==> config.mk <==
export PLATFORM = sky130hd
export DESIGN_NAME = serial_port_master
export DESIGN_NICKNAME = d
export VERILOG_FILES = /design/src/serial_port_pkg.sv /design/src/link_pacer.sv /design/src/serial_port_master.sv
export SDC_FILE = /design/constraint.sdc
export NUM_CORES = 1
export LEC_CHECK = 0
export ABC_AREA = 1
export BUFFER_PORTS_ARGS = -buffer_cell sky130_fd_sc_hd__buf_2
export CAP_MARGIN = 20
export CORE_UTILIZATION = 30
export CTS_BUF_LIST = sky130_fd_sc_hd__clkbuf_4 sky130_fd_sc_hd__clkbuf_8
export DETAILED_ROUTE_END_ITERATION = 8
export SLEW_MARGIN = 15
export SYNTH_ARGS = -nofsm -noshare
export SYNTH_HDL_FRONTEND = slang
export SYNTH_HIERARCHICAL = 1
export SYNTH_SLANG_ARGS = --single-unit
==> constraint.sdc <==
create_clock -name SYS_CLK -period 4.95 [get_ports SYS_CLK]
set_input_delay 0.495 -clock SYS_CLK [delete_from_list [all_inputs] [get_ports SYS_CLK]]
set_output_delay 0.495 -clock SYS_CLK [all_outputs]
set_load 0.02 [all_outputs]
==> src/serial_port_pkg.sv <==
package serial_port_pkg;

  // ---------------------------------------------------------------
  // timing
  // ---------------------------------------------------------------
  localparam int CLK_PERIOD_NS  = 4;
  localparam int LINK_PERIOD_NS = 48;
  // four quarters per serial bit; a longest time rounds down, never below one cycle
  localparam int QUARTER_RAW    = LINK_PERIOD_NS / (4 * CLK_PERIOD_NS);
  localparam int QUARTER_CYCLES = (QUARTER_RAW < 1) ? 1 : QUARTER_RAW;

  // ---------------------------------------------------------------
  // addresses and subaddresses
  // ---------------------------------------------------------------
  localparam logic [6:0] CHIP_ADDR      = 7'h70;
  localparam logic       DIR_WRITE      = 1'b0;
  localparam logic       DIR_READ       = 1'b1;
  localparam logic [7:0] WR_SUB_MAX     = 8'h0f;
  localparam logic [7:0] RD_SUB_STATUS  = 8'h80;
  localparam logic [7:0] RD_SUB_ADC     = 8'h81;
  localparam logic [7:0] SUB_NARROW_A   = 8'h03;
  localparam logic [7:0] SUB_NARROW_B   = 8'h08;
  localparam logic [7:0] SUB_NARROW_C   = 8'h0d;
  localparam logic [7:0] SUB_NARROW_D   = 8'h0e;
  localparam logic [2:0] LAST_BIT       = 3'h7;
  localparam logic [1:0] LAST_QUARTER   = 2'h3;

  // ---------------------------------------------------------------
  // types
  // ---------------------------------------------------------------
  typedef struct packed {
    logic        write;
    logic [7:0]  sub;
    logic [15:0] data;
  } cmd_t;

  typedef struct packed {
    logic        nack;
    logic [7:0]  data;
  } rsp_t;

  typedef enum logic [3:0] {
    ST_IDLE, ST_SEL_LEAD, ST_START, ST_SEND, ST_ACK_IN,
    ST_RECV, ST_ACK_OUT, ST_STOP, ST_SEL_TRAIL
  } state_t;

  typedef enum logic [2:0] {
    STG_ADDR_W, STG_SUB, STG_ADDR_R, STG_DATA_HI, STG_DATA_LO, STG_READ
  } stage_t;

endpackage

==> src/link_pacer.sv <==
module link_pacer
  import serial_port_pkg::*;
#(
  parameter int QUARTER = QUARTER_CYCLES
) (
  input  wire logic clk,       // system clock
  input  wire logic rst,       // synchronous reset, high
  input  wire logic restart,   // realign the quarter count
  input  wire logic data_pin,  // raw data line level
  output logic      tick,      // one-cycle pulse at end of a quarter
  output logic      data_sync  // data line after two flops
);

  logic [15:0] cnt;
  logic [15:0] next_cnt;
  logic        meta;
  logic        next_tick;

  // ---------------------------------------------------------------
  // quarter divider
  // ---------------------------------------------------------------
  always_comb begin
    next_tick = 1'b0;
    next_cnt  = cnt + 16'h0001;
    if (restart) begin
      next_cnt = 16'h0000;
    end else if (cnt == 16'(QUARTER - 1)) begin
      next_cnt  = 16'h0000;
      next_tick = 1'b1;
    end
  end

  always_ff @(posedge clk) begin
    if (rst) begin
      cnt       <= 16'h0000;
      tick      <= 1'b0;
      meta      <= 1'b1;
      data_sync <= 1'b1;
    end else begin
      cnt       <= next_cnt;
      tick      <= next_tick;
      meta      <= data_pin;
      data_sync <= meta;
    end
  end

endmodule

==> src/serial_port_master.sv <==
// Summary of operation
// - two-wire mode keeps select and strap low
// - data changes only while clock low, except at start and stop
// - every two-wire command opens with start
// - two-wire ninth clock carries the acknowledge
// - two-wire write ends with stop
// - two-wire read: sub, repeated start, read address
// - master releases data line during read
// - three-wire data changes while clock low
// - three-wire write: select, sub, data, release
// - three-wire read returns eight bits MSB first
module serial_port_master
  import serial_port_pkg::*;
#(
  parameter int QUARTER = QUARTER_CYCLES
) (
  input  wire logic  SYS_CLK,                   // system clock, 250 MHz
  input  wire logic  RESET,                     // synchronous reset, high
  input  wire logic  MODE_3WIRE,                // protocol wanted for next command
  input  wire logic  CMD_VALID,                 // command offered
  output logic       CMD_READY,                 // command taken when both high
  input  wire cmd_t  CMD,                       // direction, subaddress, data
  output logic       RSP_VALID,                 // one-cycle end of command
  output rsp_t       RSP,                       // read byte and missing acknowledge
  output logic       BUSY,                      // frame in progress
  output logic       PROTOCOL_SELECT_STRAP,     // protocol strap pin
  output logic       BUS_SELECT_N,              // active-low bus select
  output logic       SERIAL_CLOCK_LINE,         // serial clock to device
  input  wire logic  SERIAL_DATA_LINE_I,        // data line level
  output logic       SERIAL_DATA_LINE_O,        // data line drive value
  output logic       SERIAL_DATA_LINE_OE        // data line drive enable
);

  // ---------------------------------------------------------------
  // state
  // ---------------------------------------------------------------
  state_t     st,    next_st;
  stage_t     stage, next_stage;
  logic [1:0] q,     next_q;
  logic [2:0] bitc,  next_bitc;
  logic [7:0] sh,    next_sh;
  cmd_t       cmd,   next_cmd;
  logic       nack,  next_nack;
  logic       strap, next_strap;
  logic       scl,   next_scl;
  logic       sdo,   next_sdo;
  logic       sdoe,  next_sdoe;
  logic       seln,  next_seln;
  logic       rspv,  next_rspv;
  rsp_t       rsp,   next_rsp;

  logic   tick;
  logic   sda_in;
  logic   accept;
  logic   bit_end;
  state_t adv_st;
  stage_t adv_stage;

  // ---------------------------------------------------------------
  // helpers
  // ---------------------------------------------------------------
  function automatic logic narrow_reg(input logic [7:0] sub);
    narrow_reg = (sub == SUB_NARROW_A) || (sub == SUB_NARROW_B) ||
                 (sub == SUB_NARROW_C) || (sub == SUB_NARROW_D);
  endfunction

  function automatic logic [7:0] byte_for(input stage_t s, input cmd_t c);
    case (s)
      STG_ADDR_W:  byte_for = {CHIP_ADDR, DIR_WRITE};
      STG_ADDR_R:  byte_for = {CHIP_ADDR, DIR_READ};
      STG_SUB:     byte_for = c.sub;
      STG_DATA_HI: byte_for = c.data[15:8];
      STG_DATA_LO: byte_for = c.data[7:0];
      default:     byte_for = 8'h00;
    endcase
  endfunction

  link_pacer #(
    .QUARTER (QUARTER)
  ) pacer (
    .clk       (SYS_CLK),
    .rst       (RESET),
    .restart   (accept),
    .data_pin  (SERIAL_DATA_LINE_I),
    .tick      (tick),
    .data_sync (sda_in)
  );

  assign CMD_READY = (st == ST_IDLE);
  assign accept    = CMD_READY && CMD_VALID;
  assign bit_end   = tick && (q == LAST_QUARTER);
  assign BUSY      = (st != ST_IDLE);

  assign PROTOCOL_SELECT_STRAP = strap;
  assign BUS_SELECT_N          = seln;
  assign SERIAL_CLOCK_LINE     = scl;
  assign SERIAL_DATA_LINE_O    = sdo;
  assign SERIAL_DATA_LINE_OE   = sdoe;
  assign RSP_VALID             = rspv;
  assign RSP                   = rsp;

  // ---------------------------------------------------------------
  // byte sequencing after a finished byte
  // ---------------------------------------------------------------
  always_comb begin
    adv_st    = ST_SEND;
    adv_stage = stage;
    case (stage)
      STG_ADDR_W: adv_stage = STG_SUB;
      STG_SUB: begin
        if (!cmd.write) begin
          if (strap) begin
            adv_st    = ST_RECV;
            adv_stage = STG_READ;
          end else begin
            adv_st    = ST_START;
            adv_stage = STG_ADDR_R;
          end
        end else begin
          // one-byte registers skip the high byte; unknown subaddresses
          // are still sent, the device discards them
          adv_stage = narrow_reg(cmd.sub) ? STG_DATA_LO : STG_DATA_HI;
        end
      end
      STG_DATA_HI: adv_stage = STG_DATA_LO;
      STG_DATA_LO: adv_st    = strap ? ST_SEL_TRAIL : ST_STOP;
      STG_ADDR_R: begin
        adv_st    = ST_RECV;
        adv_stage = STG_READ;
      end
      default: adv_st = ST_STOP;
    endcase
  end

  // ---------------------------------------------------------------
  // next-state and pin values
  // ---------------------------------------------------------------
  always_comb begin
    next_st    = st;
    next_stage = stage;
    next_q     = tick ? q + 2'h1 : q;
    next_bitc  = bitc;
    next_sh    = sh;
    next_cmd   = cmd;
    next_nack  = nack;
    next_strap = strap;
    next_rspv  = 1'b0;
    next_rsp   = rsp;
    // clock rises at quarter 2, so the device samples data set at quarter 0
    next_scl   = q[1];
    next_sdo   = 1'b0;
    next_sdoe  = 1'b0;
    next_seln  = strap ? 1'b0 : 1'b0;

    case (st)
      ST_IDLE: begin
        // strap follows the request only between frames
        next_strap = MODE_3WIRE;
        next_seln  = strap;
        next_scl   = !strap;
        next_q     = 2'h0;
        if (accept) begin
          next_cmd   = CMD;
          next_nack  = 1'b0;
          next_bitc  = 3'h0;
          next_st    = strap ? ST_SEL_LEAD : ST_START;
          next_stage = strap ? STG_SUB : STG_ADDR_W;
          next_sh    = byte_for(strap ? STG_SUB : STG_ADDR_W, CMD);
        end
      end
      ST_SEL_LEAD: begin
        next_scl  = 1'b0;
        next_seln = !q[1];
        if (bit_end) begin
          next_st = ST_SEND;
        end
      end
      ST_START: begin
        next_scl = (q == 2'h1) || (q == 2'h2);
        if (q[1]) begin
          next_sdoe = 1'b1;
        end
        if (bit_end) begin
          next_st   = ST_SEND;
          next_bitc = 3'h0;
          next_sh   = byte_for(stage, cmd);
        end
      end
      ST_SEND: begin
        // data is held for the whole bit, so it only moves while clock is low
        if (strap) begin
          next_sdo  = sh[7];
          next_sdoe = 1'b1;
        end else begin
          next_sdoe = !sh[7];
        end
        if (bit_end) begin
          next_sh   = {sh[6:0], 1'b0};
          next_bitc = bitc + 3'h1;
          if (bitc == LAST_BIT) begin
            if (strap) begin
              next_st    = adv_st;
              next_stage = adv_stage;
              next_sh    = byte_for(adv_stage, cmd);
            end else begin
              next_st = ST_ACK_IN;
            end
          end
        end
      end
      ST_ACK_IN: begin
        if (bit_end) begin
          if (sda_in) begin
            next_nack = 1'b1;
            next_st   = ST_STOP;
          end else begin
            next_st    = adv_st;
            next_stage = adv_stage;
            next_bitc  = 3'h0;
            next_sh    = byte_for(adv_stage, cmd);
          end
        end
      end
      ST_RECV: begin
        // line released for the whole byte; the device shifts it out
        if (bit_end) begin
          next_sh   = {sh[6:0], sda_in};
          next_bitc = bitc + 3'h1;
          if (bitc == LAST_BIT) begin
            next_st = strap ? ST_SEL_TRAIL : ST_ACK_OUT;
          end
        end
      end
      ST_ACK_OUT: begin
        // no acknowledge from us after the read byte
        if (bit_end) begin
          next_st = ST_STOP;
        end
      end
      ST_STOP: begin
        next_scl  = (q != 2'h0);
        next_sdoe = !q[1];
        if (bit_end) begin
          next_st      = ST_IDLE;
          next_rspv    = 1'b1;
          next_rsp     = '{nack: nack, data: sh};
        end
      end
      ST_SEL_TRAIL: begin
        next_scl  = 1'b0;
        next_seln = q[1];
        if (bit_end) begin
          next_st   = ST_IDLE;
          next_rspv = 1'b1;
          next_rsp  = '{nack: 1'b0, data: sh};
        end
      end
      default: next_st = ST_IDLE;
    endcase
  end

  // ---------------------------------------------------------------
  // registers
  // ---------------------------------------------------------------
  // the device runs off the clock we drive, with no clock of its own,
  // so nothing here waits on it beyond the serial bit timing
  always_ff @(posedge SYS_CLK) begin
    if (RESET) begin
      st    <= ST_IDLE;
      stage <= STG_ADDR_W;
      q     <= 2'h0;
      bitc  <= 3'h0;
      sh    <= 8'h00;
      cmd   <= '0;
      nack  <= 1'b0;
      strap <= 1'b0;
      scl   <= 1'b1;
      sdo   <= 1'b0;
      sdoe  <= 1'b0;
      seln  <= 1'b0;
      rspv  <= 1'b0;
      rsp   <= '0;
    end else begin
      st    <= next_st;
      stage <= next_stage;
      q     <= next_q;
      bitc  <= next_bitc;
      sh    <= next_sh;
      cmd   <= next_cmd;
      nack  <= next_nack;
      strap <= next_strap;
      scl   <= next_scl;
      sdo   <= next_sdo;
      sdoe  <= next_sdoe;
      seln  <= next_seln;
      rspv  <= next_rspv;
      rsp   <= next_rsp;
    end
  end

endmodule

==> impl_metrics.tcl <==
set metrics [dict create \
    dieArea_um2 15000 \
    async_flop_share 0 \
    synth_nets 667 \
    area_growth_pct 12.8 \
    yosys_warnings 6 \
    fin_skew_ps 12.2 \
    hold_start "SERIAL_DATA_LINE_I" \
    rows 43 \
    io_buffers 46 \
    nets 709 \
    clk_pin_slew_ps 80 \
    p_sw_frac 0.462 \
    multi_input_area_um2 2280 \
    path_class "flop to flop" \
    grt_pass1_wl_um 18800 \
    ys.flop_type "dfxtp_1" \
    io-pin-count 47 \
    syn_area_per_cell_um2 6.90 \
    cts_resized 0 \
    core_um2 14000 \
    drive_gt1_frac 0.198 \
    p_clk_frac 0.186 \
    yosys.cell_types.count 45 \
    r2r_slack_ps 2690 \
    worstSetupStartpointType "flop" \
    setup_violations 0 \
    root_buffer "clkbuf_8" \
    ff2ff_path_depth 9 \
    status "completed" \
    crit_arrival_ps 2560 \
    worst-path-max-fanout 43 \
    h-tree-depth 3 \
    place_area_um2 4740 \
    dp_hpwl_um 8520 \
    cp_slowest_stage_delay_ps 460 \
    num_vias 4027 \
    gr-total-overflow 0 \
    cp-end-kind "flop" \
    power_frac_comb 0.466 \
    place_congestion 0.906 \
    fp.dieH_um 123 \
    die_w_um 123 \
    power.share.sequential 0.348 \
    ctsHoldBuffers 0 \
    cts_made_buffers 9 \
    hold_end "pacer/meta" \
    grt_util_all_layers 0.162 \
    cts_tree "built" \
    register_area_um2 1600 \
    r2r_end "pacer/cnt[4]" \
    drv_cap 0 \
    crit_chain "nor2_2 -> inv_4 -> nor2_8 -> nand2_1 -> buf_4 -> clkinv_1 -> nor2_1 -> nand2_4 -> a21oi_1" \
    first_global_vias 3702 \
    r2r-start "st[0]" \
    ys_seq_area_frac 0.368 \
    drc_errors 0 \
    clockBufferDepth 2 \
    postCtsSetupBuffers 0 \
    first_pass_iters 5 \
    switching_power_mw 1.13 \
    hold_depth 2 \
    cts_sinks 80 \
    antenna_found_initial 0 \
    ant_nets 0 \
    synth_cells 631 \
    wirelength_um 11400 \
    route.detailed.wl_per_inst_um 13.3 \
    crit_start "st[0]" \
    worst_pin_slew_ps 916 \
    synth_edf_count 0 \
    syn-cell-area_um2 4360 \
    p_int_mw 1.32 \
    finalHoldViolCount 0 \
    slew_violations 0 \
    post-route-period-util 0.456 \
    clk_latency_ps 380 \
    start_util 0.310 \
    crit_slowest_cell "dfxtp_1" \
    holdCritPathClass "input port to flop" \
    nFillCells 1495 \
    finalCriticalPeriod_ps 2260 \
    routed_via_density 4.69 \
    setup_tns_ps 0 \
    place_ws_ps 2700 \
    relSlewSlack 0.389 \
    yosys_register_bits 80 \
    p_per_area_nw_per_um2 498 \
    vdd_drop_max_v 0.000158 \
    hold_ws_ps 294 \
    fin_area_um2 4910 \
    grt_max_degree 44 \
    drtIter0Drc 318 \
    leakagePower_nw 2.04 \
    fin_ws_ps 2690 \
    worstPathRequired_ps 5250 \
    rsz0062_at_grt "no" \
    diodes 0 \
    max_freq_mhz 443 \
]
==> cells in the mapped netlist, types with 2 or more instances <==
master,count,area [um^2]
a211oi_1,7,52.6
a21oi_1,67,335
a21oi_2,7,61.3
a221oi_1,3,26.3
a22oi_1,2,15.0
a31oi_1,2,12.5
buf_2,3,15.0
clkbuf_1,11,41.3
clkinv_1,2,7.51
dfxtp_1,80,1600
ha_1,6,75.1
inv_1,79,297
inv_2,19,71.3
inv_4,2,12.5
nand2_1,119,447
nand2_2,12,75.1
nand3_1,32,160
nand3_2,2,20.0
nand4_1,5,31.3
nor2_1,63,236
nor2_2,11,68.8
nor2_8,3,60.1
nor3_1,10,50.1
nor3_2,3,30.0
o21ai_0,45,225
o21ai_2,3,26.3
o22ai_1,11,68.8
or2_2,2,12.5
xnor2_1,3,26.3
xor2_1,2,17.5
==> flip-flops by register name, summed over array words and instances, names as in the netlist, 2 cells and up <==
name       flops
cmd           25
pacer/cnt     16
RSP            9
sh             8
st             4
bitc           3
stage          3
q              2
==> worst max path at each step <==
stage	endpoint	slack [ps]	cells after the start
CTS	pacer/cnt[12]	2690	9
floorplan	sh[5]	3200	13
global route	pacer/cnt[4]	2510	9
global placement	pacer/cnt[10]	2760	9
detailed placement	pacer/cnt[12]	2700	9
finish	pacer/cnt[4]	2690	9
==> routing by layer <==
metal / share of wire / vias up / track usage
met2: 0.44 / 80 / 0.252
met3: 0.050 / 14 / 0.0372
li1: - / 2144 / -
met4: 0.014 / 0 / 0.0602
met5: 0 / - / 0
met1: 0.50 / 1789 / 0.218
==> placed cells by master, fill, tap and decap left out, types with 3 or more instances in the layout <==
master / synthesis / layout
o21ai_2: 3 / 3
nand3_1: 32 / 32
nor2_1: 63 / 63
nor3_2: 3 / 3
inv_1: 79 / 79
a21oi_2: 7 / 7
ha_1: 6 / 6
dfxtp_1: 80 / 80
nand2_1: 119 / 119
nor3_1: 10 / 10
a221oi_1: 3 / 3
o21ai_0: 45 / 45
clkinvlp_4: 0 / 3
nor2_2: 11 / 11
a211oi_1: 7 / 7
nor2_8: 3 / 3
nand4_1: 5 / 5
clkbuf_8: 0 / 10
xnor2_1: 3 / 3
buf_2: 3 / 46
a21oi_1: 67 / 67
o22ai_1: 11 / 11
nand2_2: 12 / 12
inv_2: 19 / 19
==> cell type report <==
| cell class | count | area share |
|---|---|---|
| inverters | 102 | 0.0789 |
| clock buffers | 11 | 0.0295 |
| clock inverters | 5 | 0.00662 |
| flip-flops and latches | 80 | 0.326 |
| multi-input cells | 433 | 0.465 |
| repair buffers | 47 | 0.0484 |
| well taps | 180 | 0.0458 |
==> cells by family after synthesis <==
logic type	Yosys count	share of synthesized area
and+or+nand+nor	265	0.283
xor gates and xnor gates	5	0.0101
buffers and inverters	118	0.108
AOI/OAI and AO/OA	157	0.214
DFF	80	0.368
adders and majority gates	6	0.0172
==> worst max-delay path: cells and delay by family, from the launching register on <==
family | cells | cell delay (ps)
AO/OA/AOI/OAI | 1 | 160
AND/OR/NAND/NOR | 5 | 680
buffers and inverters | 3 | 850
flip-flops | 1 | 460
==> power by group through the flow <==
| stage | combinational (mW) | sequential, mW | clock (mW) |
|---|---|---|---|
| after detailed placement | 1.14 | 0.866 | 0 |
| after global placement | 1.14 | 0.868 | 0 |
| after global routing | 1.29 | 0.870 | 0.492 |
| after floorplan | 0.914 | 0.849 | 0 |
| final | 1.14 | 0.852 | 0.454 |
| after CTS | 1.14 | 0.852 | 0.468 |
==> stage by stage <==
stage / std cells / util / power [mW]
floorplan: 631 / - / 1.76
global placement: 842 / 0.337 / 2.01
detailed placement: 842 / 0.337 / 2.01
CTS: 858 / 0.350 / 2.46
global route: 858 / 0.350 / 2.65
finish: 858 / 0.350 / 2.45
(Power assumes the default switching activity.)
